--- src/hdl/fpt_params.svh ---
// Offsets, field positions, reset values and timing counts of the fan block.
// What this block does
// RULE1: Alias address reaches the same configuration storage.
// RULE2: Configuration bits 7 and 6 read zero.
// RULE3: Program disabled: duty computed, duty/table read-only.
// RULE4: Program enabled: host writes duty and table.
// RULE5: Polarity bit selects open-drain fan on/off sense.
// RULE6: Clock select: 0 is 360 kHz, 1 is 1.4 kHz.
// RULE7: Host writes zero into reserved bit 2.
// RULE8: Modes 00/01 plain; 01 saturates all ones.
// RULE9: Modes 10/11 smart-tach, all ones when slow.
// RULE10: Fast master clock forces tachometer mode 00.
// RULE11: Output frequency is master clock over 2n.
// RULE12: Configuration resets to 0x20, program enabled.
`ifndef FPT_PARAMS_SVH
`define FPT_PARAMS_SVH

// ****************************************************************
// Register offsets
// ****************************************************************
`define FPT_CFG_OFS 8'h4A
`define FPT_CFG_ALIAS_OFS 8'h4E
`define FPT_TCNT_LO_OFS 8'h46
`define FPT_TCNT_HI_OFS 8'h47
`define FPT_DUTY_OFS 8'h4C
`define FPT_FREQ_OFS 8'h4D
`define FPT_LUT_BASE 8'h50
`define FPT_LUT_LAST 8'h5F

// ****************************************************************
// Configuration fields and reset values
// ****************************************************************
`define FPT_PE_BIT 5
`define FPT_POL_BIT 4
`define FPT_CSEL_BIT 3
`define FPT_CFG_KEEP 8'h3B
`define FPT_CFG_RST 8'h20
`define FPT_FREQ_RST 5'h17
`define FPT_TACH_SAT 16'hFFFF

// ****************************************************************
// Timing
// ****************************************************************
`define FPT_CLK_HZ 100_000_000
`define FPT_MCLK_HI_HZ 360_000
`define FPT_MCLK_LO_HZ 1_400
`define FPT_TACH_TB_HZ 100_000
`define FPT_HI_DIV (`FPT_CLK_HZ / `FPT_MCLK_HI_HZ)
`define FPT_LO_DIV (`FPT_CLK_HZ / `FPT_MCLK_LO_HZ)
`define FPT_TACH_DIV (`FPT_CLK_HZ / `FPT_TACH_TB_HZ)

`endif

--- src/hdl/fpt_pkg.sv ---
// Types shared by the fan drive and speed sense logic.
package fpt_pkg;
  // Effective speed sense mode, in the order of the two mode bits.
  typedef enum logic [1:0] {
    FPT_TACH_PLAIN,
    FPT_TACH_PLAIN_SAT,
    FPT_TACH_SMART_ACC,
    FPT_TACH_SMART_LIGHT
  } fpt_tach_mode_t;

  // Speed sense measurement state.
  typedef enum logic {
    FPT_TS_IDLE,
    FPT_TS_RUN
  } fpt_tach_state_t;
endpackage : fpt_pkg

--- src/hdl/fpt_pwm_gen.sv ---
// Master clock prescaler and PWM period counter.
`timescale 1ns/100ps
`include "fpt_params.svh"
module fpt_pwm_gen import fpt_pkg::*; #(
  parameter int LO_DIV = `FPT_LO_DIV
) (
  input wire logic clk,
  input wire logic rst_n,
  input wire logic clk_sel,
  input wire logic [4:0] freq_n,
  input wire logic [5:0] duty,
  output logic fan_on
);
  localparam int HI_DIV = `FPT_HI_DIV;

  logic [16:0] pre_reg;
  logic [16:0] pre_next;
  logic [5:0] pos_reg;
  logic [5:0] pos_next;
  logic on_reg;
  logic on_next;
  logic [16:0] limit;
  logic tick;
  logic [4:0] n_eff;
  logic [5:0] period;

  // The prescaler turns the core clock into master PWM ticks.
  always_comb begin
    limit = clk_sel ? 17'(LO_DIV - 1) : 17'(HI_DIV - 1); // RULE6
    tick = (pre_reg >= limit);
    pre_next = tick ? 17'h0 : pre_reg + 17'h1;
    // A zero field would stall the output, so it counts as one.
    n_eff = (freq_n == 5'h0) ? 5'h1 : freq_n; // RULE11
    period = {n_eff, 1'b0}; // RULE11
    pos_next = pos_reg;
    if (tick) begin
      pos_next = (pos_reg >= period - 6'h1) ? 6'h0 : pos_reg + 6'h1;
    end
    // A duty at or above the period keeps the fan on for good.
    on_next = (pos_reg < duty);
  end

  // Registers of the prescaler and period counter.
  always_ff @(posedge clk) begin
    if (!rst_n) begin
      pre_reg <= 17'h0;
      pos_reg <= 6'h0;
      on_reg <= 1'b0;
    end else begin
      pre_reg <= pre_next;
      pos_reg <= pos_next;
      on_reg <= on_next;
    end
  end

  assign fan_on = on_reg;

  // The prescaler never runs past the limit of the selected clock; a
  // clock change may leave it above the new limit for one cycle only.
  property p_pre_bound;
    @(posedge clk) disable iff (!rst_n)
      $stable(clk_sel) |-> pre_reg <= limit;
  endproperty
  a_pre_bound: assert property (p_pre_bound) // RULE6
    else $error("Prescaler ran past its limit.");

  // The period counter stays below two times the frequency field, a zero field counting as one.
  property p_pos_bound;
    @(posedge clk) disable iff (!rst_n)
      $stable(freq_n) && $past(tick) && $past(rst_n)
        |-> pos_reg < period;
  endproperty
  a_pos_bound: assert property (p_pos_bound) // RULE11
    else $error("PWM position left its period.");
endmodule : fpt_pwm_gen

--- src/hdl/fpt_tach.sv ---
// Tachometer input synchroniser and period counter.
`timescale 1ns/100ps
`include "fpt_params.svh"
module fpt_tach import fpt_pkg::*; (
  input wire logic clk,
  input wire logic rst_n,
  input wire logic tach_pin,
  input fpt_tach_mode_t mode,
  input wire logic fan_on,
  output logic [15:0] count
);
  localparam int TB_DIV = `FPT_TACH_DIV;

  logic s1_reg, s2_reg, s3_reg;
  logic lvl_reg, lvl_next;
  logic skip_reg, skip_next;
  logic on_d_reg;
  logic [10:0] tb_reg, tb_next;
  logic [15:0] cnt_reg, cnt_next;
  logic [15:0] out_reg, out_next;
  fpt_tach_state_t st_reg, st_next;
  logic smart, open_win, rise, tb_tick, sat;

  // Three stages; the level moves only when stages two and three agree.
  always_ff @(posedge clk) begin
    if (!rst_n) begin
      s1_reg <= 1'b0;
      s2_reg <= 1'b0;
      s3_reg <= 1'b0;
    end else begin
      s1_reg <= tach_pin;
      s2_reg <= s1_reg;
      s3_reg <= s2_reg;
    end
  end

  // Smart modes only trust pulses while the fan is powered.
  always_comb begin
    smart = (mode == FPT_TACH_SMART_ACC) || (mode == FPT_TACH_SMART_LIGHT);
    open_win = !smart || fan_on; // RULE9
    lvl_next = (s2_reg == s3_reg) ? s3_reg : lvl_reg;
    rise = lvl_next && !lvl_reg && open_win;
    tb_tick = (tb_reg == 11'(TB_DIV - 1));
    tb_next = tb_tick ? 11'h0 : tb_reg + 11'h1;
    sat = (cnt_reg == `FPT_TACH_SAT);
    skip_next = skip_reg;
    st_next = st_reg;
    cnt_next = cnt_reg;
    out_next = out_reg;
    case (st_reg)
      FPT_TS_IDLE: begin
        if (rise) begin
          st_next = FPT_TS_RUN;
          cnt_next = 16'h0;
        end
      end
      FPT_TS_RUN: begin
        if (rise && skip_reg) begin
          skip_next = 1'b0;
          cnt_next = 16'h0;
        end else if (rise) begin
          out_next = cnt_reg;
          cnt_next = 16'h0;
        end else if (tb_tick && open_win) begin
          // Only the plain mode lets the count wrap to a false value.
          if (!sat || mode == FPT_TACH_PLAIN) begin // RULE8
            cnt_next = cnt_reg + 16'h1;
          end else begin
            out_next = `FPT_TACH_SAT; // RULE8 RULE9
          end
        end
      end
      default: st_next = FPT_TS_IDLE;
    endcase
    // The light mode drops the first pulse after power returns; a new
    // turn-on wins over the clear of an older pending drop.
    if (mode == FPT_TACH_SMART_LIGHT && fan_on && !on_d_reg) begin
      skip_next = 1'b1;
    end
  end

  // Registers of the measurement.
  always_ff @(posedge clk) begin
    if (!rst_n) begin
      lvl_reg <= 1'b0;
      skip_reg <= 1'b0;
      on_d_reg <= 1'b0;
      tb_reg <= 11'h0;
      cnt_reg <= 16'h0;
      out_reg <= 16'h0;
      st_reg <= FPT_TS_IDLE;
    end else begin
      lvl_reg <= lvl_next;
      skip_reg <= skip_next;
      on_d_reg <= fan_on;
      tb_reg <= tb_next;
      cnt_reg <= cnt_next;
      out_reg <= out_next;
      st_reg <= st_next;
    end
  end

  assign count = out_reg;

  // A saturated count in a reporting mode reads as all ones.
  property p_sat;
    @(posedge clk) disable iff (!rst_n)
      st_reg == FPT_TS_RUN && sat && tb_tick && open_win && !rise
        && mode != FPT_TACH_PLAIN |=> out_reg == `FPT_TACH_SAT;
  endproperty
  a_sat: assert property (p_sat) // RULE8
    else $error("Slow fan did not report all ones.");
endmodule : fpt_tach

--- src/hdl/fpt_top.sv ---
// Fan drive configuration register file, PWM output and speed sense.
`timescale 1ns/100ps
`include "fpt_params.svh"
module fpt_top import fpt_pkg::*; #(
  parameter int LO_DIV = `FPT_LO_DIV
) (
  input wire logic CORE_CLK,
  input wire logic RST_N,
  input wire logic [7:0] ADDR,
  input wire logic [7:0] WDATA,
  input wire logic WR,
  input wire logic RD,
  output logic [7:0] RDATA,
  input wire logic [7:0] REMOTE_TEMP,
  input wire logic TACH_I,
  output logic PWM_O,
  output logic PWM_OE
);
  // ****************************************************************
  // State
  // ****************************************************************
  logic [7:0] cfg_reg, cfg_next;
  logic [5:0] duty_reg, duty_next;
  logic [4:0] freq_reg, freq_next;
  logic [7:0] lut_reg [16];
  logic [7:0] lut_next [16];
  logic [7:0] rdata_reg, rdata_next;
  logic [7:0] hit;
  logic [5:0] auto_duty;
  logic [7:0] rmux;
  logic [15:0] tcount;
  logic fan_on;
  logic sel_cfg, sel_lut, prog_en;
  fpt_tach_mode_t eff_mode;

  // ****************************************************************
  // Address decode
  // ****************************************************************

  // Both addresses select one storage; nothing is duplicated.
  assign sel_cfg = (ADDR == `FPT_CFG_OFS) || (ADDR == `FPT_CFG_ALIAS_OFS); // RULE1
  assign sel_lut = (ADDR >= `FPT_LUT_BASE) && (ADDR <= `FPT_LUT_LAST);
  assign prog_en = cfg_reg[`FPT_PE_BIT];

  // ****************************************************************
  // Temperature lookup
  // ****************************************************************

  // Each pair holds a temperature threshold and the duty used above it.
  generate
    for (genvar i = 0; i < 8; i++) begin : g_hit
      assign hit[i] = (REMOTE_TEMP >= lut_reg[2 * i]);
    end
  endgenerate

  // The highest pair that the temperature reaches wins, so the table
  // is expected in rising temperature order.
  always_comb begin
    auto_duty = 6'h0;
    for (int i = 0; i < 8; i++) begin
      if (hit[i]) begin
        auto_duty = lut_reg[2 * i + 1][5:0]; // RULE3
      end
    end
  end

  // ****************************************************************
  // Register writes
  // ****************************************************************

  // Writes and the automatic duty update.
  always_comb begin
    cfg_next = cfg_reg;
    freq_next = freq_reg;
    duty_next = duty_reg;
    for (int i = 0; i < 16; i++) begin
      lut_next[i] = lut_reg[i];
    end
    if (WR && sel_cfg) begin
      // Bits 7, 6 and the reserved bit 2 are never stored.
      cfg_next = WDATA & `FPT_CFG_KEEP; // RULE1 RULE2 RULE7
    end
    if (WR && ADDR == `FPT_FREQ_OFS) begin
      freq_next = WDATA[4:0];
    end
    if (!prog_en) begin
      // The table and the duty register ignore writes here.
      duty_next = auto_duty; // RULE3
    end else begin
      if (WR && ADDR == `FPT_DUTY_OFS) begin
        duty_next = WDATA[5:0]; // RULE4
      end
      if (WR && sel_lut) begin
        lut_next[ADDR[3:0]] = WDATA; // RULE4
      end
    end
  end

  // Registers of the register file.
  always_ff @(posedge CORE_CLK) begin
    if (!RST_N) begin
      cfg_reg <= `FPT_CFG_RST; // RULE12
      freq_reg <= `FPT_FREQ_RST;
      duty_reg <= 6'h0;
      for (int i = 0; i < 16; i++) begin
        lut_reg[i] <= 8'h0;
      end
    end else begin
      cfg_reg <= cfg_next;
      freq_reg <= freq_next;
      duty_reg <= duty_next;
      for (int i = 0; i < 16; i++) begin
        lut_reg[i] <= lut_next[i];
      end
    end
  end

  // ****************************************************************
  // Register reads
  // ****************************************************************

  // Unmapped addresses read zero; data stand for one cycle only.
  always_comb begin
    rmux = 8'h0;
    if (sel_cfg) begin
      rmux = cfg_reg & `FPT_CFG_KEEP; // RULE1 RULE2
    end else if (sel_lut) begin
      rmux = lut_reg[ADDR[3:0]];
    end else begin
      case (ADDR)
        `FPT_DUTY_OFS: rmux = {2'b00, duty_reg}; // RULE3
        `FPT_FREQ_OFS: rmux = {3'b000, freq_reg};
        `FPT_TCNT_LO_OFS: rmux = tcount[7:0];
        `FPT_TCNT_HI_OFS: rmux = tcount[15:8];
        default: rmux = 8'h0;
      endcase
    end
    rdata_next = RD ? rmux : 8'h0;
  end

  // Read data register.
  always_ff @(posedge CORE_CLK) begin
    if (!RST_N) begin
      rdata_reg <= 8'h0;
    end else begin
      rdata_reg <= rdata_next;
    end
  end

  assign RDATA = rdata_reg;

  // ****************************************************************
  // PWM output and speed sense
  // ****************************************************************

  // PWM timing from the selected master clock and frequency field.
  fpt_pwm_gen #(
    .LO_DIV(LO_DIV)
  ) u_pwm (
    .clk(CORE_CLK),
    .rst_n(RST_N),
    .clk_sel(cfg_reg[`FPT_CSEL_BIT]),
    .freq_n(freq_reg),
    .duty(duty_reg),
    .fan_on(fan_on)
  );

  // The pin only ever pulls low; releasing it lets it float high.
  assign PWM_O = 1'b0;
  assign PWM_OE = cfg_reg[`FPT_POL_BIT] ? fan_on : !fan_on; // RULE5

  // Smart modes need the slow clock; the fast one forces plain mode.
  assign eff_mode = cfg_reg[`FPT_CSEL_BIT] ?
    fpt_tach_mode_t'(cfg_reg[1:0]) : FPT_TACH_PLAIN; // RULE10

  // Speed measurement.
  fpt_tach u_tach (
    .clk(CORE_CLK),
    .rst_n(RST_N),
    .tach_pin(TACH_I),
    .mode(eff_mode),
    .fan_on(fan_on),
    .count(tcount)
  );

  // ****************************************************************
  // Checks
  // ****************************************************************

  // A write at the alias is visible at the primary address.
  property p_alias;
    @(posedge CORE_CLK) disable iff (!RST_N)
      WR && ADDR == `FPT_CFG_ALIAS_OFS ##1 RD && ADDR == `FPT_CFG_OFS
        |=> RDATA == ($past(WDATA, 2) & `FPT_CFG_KEEP);
  endproperty
  a_alias: assert property (p_alias) // RULE1
    else $error("Alias write not seen at primary address.");

  // Unimplemented and reserved bits read zero.
  property p_zero_bits;
    @(posedge CORE_CLK) disable iff (!RST_N)
      RD && sel_cfg |=> RDATA[7:6] == 2'b00 && RDATA[2] == 1'b0;
  endproperty
  a_zero_bits: assert property (p_zero_bits) // RULE2
    else $error("Unused configuration bits read nonzero.");

  // The table is frozen while program mode is off.
  property p_lut_lock;
    @(posedge CORE_CLK) disable iff (!RST_N)
      WR && sel_lut && !prog_en |=> lut_reg[$past(ADDR[3:0])] ==
        $past(lut_reg[ADDR[3:0]]);
  endproperty
  a_lut_lock: assert property (p_lut_lock) // RULE3
    else $error("Table changed while program mode was off.");

  // Automatic duty follows the table one cycle later.
  property p_auto;
    @(posedge CORE_CLK) disable iff (!RST_N)
      !prog_en && !(WR && sel_cfg) |=> duty_reg == $past(auto_duty);
  endproperty
  a_auto: assert property (p_auto) // RULE3
    else $error("Automatic duty did not follow the table.");

  // A host duty write in program mode lands as written.
  property p_duty_wr;
    @(posedge CORE_CLK) disable iff (!RST_N)
      WR && ADDR == `FPT_DUTY_OFS && prog_en |=> duty_reg == $past(WDATA[5:0]);
  endproperty
  a_duty_wr: assert property (p_duty_wr) // RULE4
    else $error("Duty write was lost.");

  // The pin drive follows the fan state and the polarity.
  property p_pol;
    @(posedge CORE_CLK) disable iff (!RST_N)
      PWM_O == 1'b0 && (PWM_OE == (fan_on == cfg_reg[`FPT_POL_BIT]));
  endproperty
  a_pol: assert property (p_pol) // RULE5
    else $error("Output sense disagrees with polarity.");

  // The fast master clock always gives plain speed sensing.
  property p_fast_plain;
    @(posedge CORE_CLK) disable iff (!RST_N)
      !cfg_reg[`FPT_CSEL_BIT] |-> eff_mode == FPT_TACH_PLAIN;
  endproperty
  a_fast_plain: assert property (p_fast_plain) // RULE10
    else $error("Smart mode active on the fast clock.");

  // Configuration comes out of reset with only program mode set.
  property p_reset;
    @(posedge CORE_CLK) disable iff (!RST_N)
      $past(!RST_N) |-> cfg_reg == `FPT_CFG_RST;
  endproperty
  a_reset: assert property (p_reset) // RULE12
    else $error("Configuration reset value wrong.");

  // A table write in program mode lands as written.
  property p_lut_wr;
    @(posedge CORE_CLK) disable iff (!RST_N)
      WR && sel_lut && prog_en |=> lut_reg[$past(ADDR[3:0])] ==
        $past(WDATA);
  endproperty
  a_lut_wr: assert property (p_lut_wr) // RULE4
    else $error("Table write was lost in program mode.");

  // A refused duty write leaves the table in charge of the duty.
  property p_duty_refuse;
    @(posedge CORE_CLK) disable iff (!RST_N)
      WR && ADDR == `FPT_DUTY_OFS && !prog_en |=>
        duty_reg == $past(auto_duty);
  endproperty
  a_duty_refuse: assert property (p_duty_refuse) // RULE3
    else $error("Duty write was taken while program mode was off.");

  // Configuration only changes on a write to one of its two addresses.
  property p_cfg_hold;
    @(posedge CORE_CLK) disable iff (!RST_N)
      !(WR && sel_cfg) |=> $stable(cfg_reg);
  endproperty
  a_cfg_hold: assert property (p_cfg_hold) // RULE1
    else $error("Configuration changed without a write.");

  // A configuration read returns every stored field unchanged.
  property p_rd_cfg;
    @(posedge CORE_CLK) disable iff (!RST_N)
      RD && sel_cfg |=> RDATA[5:3] == $past(cfg_reg[5:3]) &&
        RDATA[1:0] == $past(cfg_reg[1:0]);
  endproperty
  a_rd_cfg: assert property (p_rd_cfg) // RULE1
    else $error("Configuration read lost a stored field.");

  // The frequency field takes the low five bits of a write.
  property p_freq_wr;
    @(posedge CORE_CLK) disable iff (!RST_N)
      WR && ADDR == `FPT_FREQ_OFS |=> freq_reg == $past(WDATA[4:0]);
  endproperty
  a_freq_wr: assert property (p_freq_wr) // RULE11
    else $error("Frequency field write was lost.");

  // With no duty the fan stays off in either output sense.
  property p_off_sense;
    @(posedge CORE_CLK) disable iff (!RST_N)
      $past(duty_reg) == 6'h0 |-> PWM_OE != cfg_reg[`FPT_POL_BIT];
  endproperty
  a_off_sense: assert property (p_off_sense) // RULE5
    else $error("Fan driven on with zero duty.");

  // Both upper modes on the slow clock enable smart sensing.
  property p_smart_on;
    @(posedge CORE_CLK) disable iff (!RST_N)
      cfg_reg[`FPT_CSEL_BIT] && cfg_reg[1] |->
        (eff_mode == FPT_TACH_SMART_ACC || eff_mode == FPT_TACH_SMART_LIGHT);
  endproperty
  a_smart_on: assert property (p_smart_on) // RULE9
    else $error("Smart speed sensing not enabled.");
endmodule : fpt_top

--- config.mk ---
export PLATFORM = sky130hd
export DESIGN_NAME = fpt_top
export DESIGN_NICKNAME = d
export VERILOG_FILES = /design/src/hdl/fpt_pkg.sv /design/src/hdl/fpt_pwm_gen.sv /design/src/hdl/fpt_tach.sv /design/src/hdl/fpt_top.sv
export VERILOG_INCLUDE_DIRS = /design/src /design/src/hdl
export SDC_FILE = /design/constraint.sdc
export NUM_CORES = 1
export LEC_CHECK = 0
export ABC_AREA = 1
export BUFFER_PORTS_ARGS = -buffer_cell sky130_fd_sc_hd__buf_2
export CAP_MARGIN = 20
export CORE_MARGIN = 1.5
export CORE_UTILIZATION = 62
export CTS_CLUSTER_SIZE = 8
export DETAILED_ROUTE_END_ITERATION = 10
export GPL_TIMING_DRIVEN = 0
export PLACE_DENSITY = 0.8
export SETUP_SLACK_MARGIN = 0.1
export SLEW_MARGIN = 40
export SYNTH_ARGS = -nofsm -noshare
export SYNTH_HDL_FRONTEND = slang
export SYNTH_SLANG_ARGS = --single-unit
--- constraint.sdc ---
create_clock -name CORE_CLK -period 6.16 [get_ports CORE_CLK]
set_input_delay 1.232 -clock CORE_CLK [delete_from_list [all_inputs] [get_ports CORE_CLK]]
set_output_delay 1.232 -clock CORE_CLK [all_outputs]
set_load 0.05 [all_outputs]
==> flow_summary.ini <==
[place]
gp_congestion = 1.028
io_buffers = 37
dpl-instance-area_sq_um = 12660
place_inst = 1945
dpl.hpwl_um = 27800

[grt]
grt_max_degree = 11
grt_pass1_wl_um = 60380
grt_pass1_vias = 11270
gr-total-overflow = 0
antenna_found_initial = 0
grt_usage = 0.3892

[final_layout]
fin_area_sq_um = 13550
antenna_cells = 0
final_cell_mix = 228 x inv_1, 228 x a21oi_1, 226 x dfxtp_1
drive_above_1_share = 0.08188
multi_input_area_sq_um = 6360
final_nets = 1837
area_growth_pct = 11.72
layoutNonFillerInstCount = 1982
fillers = 1636
ff_latch_area_sq_um = 4524
largest_reg_flops = 128

[synthesis]
synthCells = 1647
synthFlopType = dfxtp_1
syn_area_sq_um = 12130
synth_edf_count = 0
postSynthAreaPerCell_sq_um = 7.366
synth_cell_types = 51
synth_nets = 1763
ys_async_sr_fraction = 0
yosys_warnings = 0
ys_seq_area_frac = 0.3729
ys_ff_latch = 226

[worst_hold_path]
hold_class = register to register

[sta]
hold_ws_ns = 0.4247
hold_viol = 0
slew_headroom = 0.3768
min_period_over_period = 0.5420
fmax_ghz = 0.2995
fin_skew_ns = 0.01268
rsz0062_at_grt = no
setup_viol = 0
tns_ns = 0
fin_crit_ns = 3.339
maxSlewViolCount = 0
tightest_slew_ns = 0.9348

[setup_path]
crit_type = input pin to register
timing.critical_path.buf_inv = 5
crit_family = buffers and inverters
start_kind = input pin
crit_chain = buf_2 > inv_1 > nor2_2 > inv_2 > buf_2 > clkbuf_1 > o21ai_0 > o21ai_0 > nand4_1 > nand2_1 > a31oi_1
endpoint_kind = register
critPathRequiredTime_ns = 6.57
critical_path.slowest_cell = nor2_2
arrival_ns = 3.75
cp_slowest_stage_delay_ns = 0.45
r2r_slack_ns = 3.36
cp_max_fo = 10

[pwr]
intPower_uw = 2520
sw_frac_of_total = 0.2523
clock_power_share = 0.485
p_switching_uw = 850.1
irDropWorstVdd_mv = 0.2324
cellLeakagePower_uw = 0.005274
sequentialPowerShare = 0.440
p_per_area_nw_per_um2 = 248.7
comb_power_share = 0.076

[floorplanning]
core-area_sq_um = 18960
fp-row-count = 50
die_y_um = 142.9
die_w_um = 142.9
pin_count = 39
start_util = 0.6400
dieArea_sq_um = 20410

[drt]
drt-total-wl_um = 38740
wl_met2_um = 17120
top_layer_used = met4
via_count = 12010
drc = 0
ant_nets = 0
wl_met3_um = 3829
wire_per_inst_um = 19.54
first_pass_iters = 9
vias_per_cell = 6.061
wl_met1_um = 15180
drtIter0Drc = 1224

[clock_network]
clock_latency_ns = 0.51
cts_root_buf = clkbuf_16
cts_buffers = 34
clk_pin_slew_ns = 0.05
post-cts-setup-buffers = 0
cts.sink_count = 226
cts_max_level = 2
cts_tree = done
cts_hold_buf = 0
cts_resized = 0
clk_path_buf_depth = 3

[job]
drv_cap = 0

[outcome]
status = complete, no violations
-- synthesized netlist by cell type, drive strengths merged (2+ instances only) --
master,number,area share
dfxtp,226,0.37
o31ai,2,0.0012
a31oi,10,0.0052
nand2,219,0.068
o2111ai,3,0.0022
nand3,30,0.014
nor3,33,0.022
o21ai,162,0.067
o22ai,47,0.024
a21oi,228,0.094
or2,2,0.0010
xnor2,3,0.0022
xor2,8,0.0058
a21boi,2,0.0012
o211ai,2,0.0012
a22oi,8,0.0050
a211oi,52,0.032
o221ai,2,0.0014
o21bai,2,0.0012
nor3b,8,0.0050
nor2,158,0.053
nor4,3,0.0015
buf,29,0.017
clkbuf,44,0.014
nand4,19,0.0098
a221oi,8,0.0058
ha,87,0.090
o21a,7,0.0043
inv,234,0.072
-- worst min-delay path, delay by kind of cell, from the launching register on --
kind,cells,cell delay (ns)
simple gates,1,0.05
flops,1,0.30
buf+inv,1,0.04
-- logic make-up (layout without fill, tap and decap cells) --
family,count (synthesis),after routing,synth area share
compound gates,540,540,0.2503
xor+xnor,11,11,0.007942
fa+ha+maj,87,87,0.08973
buf+inv,308,383,0.1032
flops,226,226,0.3729
other cells,1,1,0.0003091
simple gates,474,474,0.1755
-- metrics by stage --
step                        util  power (uW)  setup WS (ns)
after floorplan                -        1655          3.376
after global placement    0.6669        1747          2.438
after detailed placement  0.6677        1753          2.441
after CTS                 0.7150        3352          2.963
after global routing      0.7150        3449          2.669
final                     0.7150        3370          2.821
-- power by group through the flow --
stage / clock [uW] / sequential [uW] / combinational (uW)
after global routing: 1690 / 1480 / 276
after CTS: 1630 / 1480 / 245
after detailed placement: 0 / 1510 / 243
after floorplan: 0 / 1510 / 146
final: 1630 / 1480 / 255
after global placement: 0 / 1510 / 237
-- final cells by class --
cell class | instances | share of cell area
plain buffers | 74 | 0.02779
clock buffers | 34 | 0.06278
inverters | 234 | 0.06481
flip-flops and latches | 226 | 0.3338
clock inverters | 3 | 0.003323
well taps | 260 | 0.02400
multi-input cells | 1113 | 0.4693
repair buffers | 38 | 0.01422
-- worst paths after layout --
check,start,depth (start not counted),to
worst max-delay path,ADDR[1],11,RDATA[5]
worst min-delay path,u_tach.s1_reg,2,u_tach.s2_reg
worst max register to register,cfg_reg[3],11,u_pwm.pos_reg[0]
worst min register to register,u_tach.s1_reg,2,u_tach.s2_reg
-- metal layers --
metal / vias up / global-route usage
li1: 5760 / -
met2: 618 / 0.6234
met5: - / 0
met4: 0 / 0.2431
met1: 5458 / 0.4794
met3: 176 / 0.08082
(Power assumes the default switching activity.)
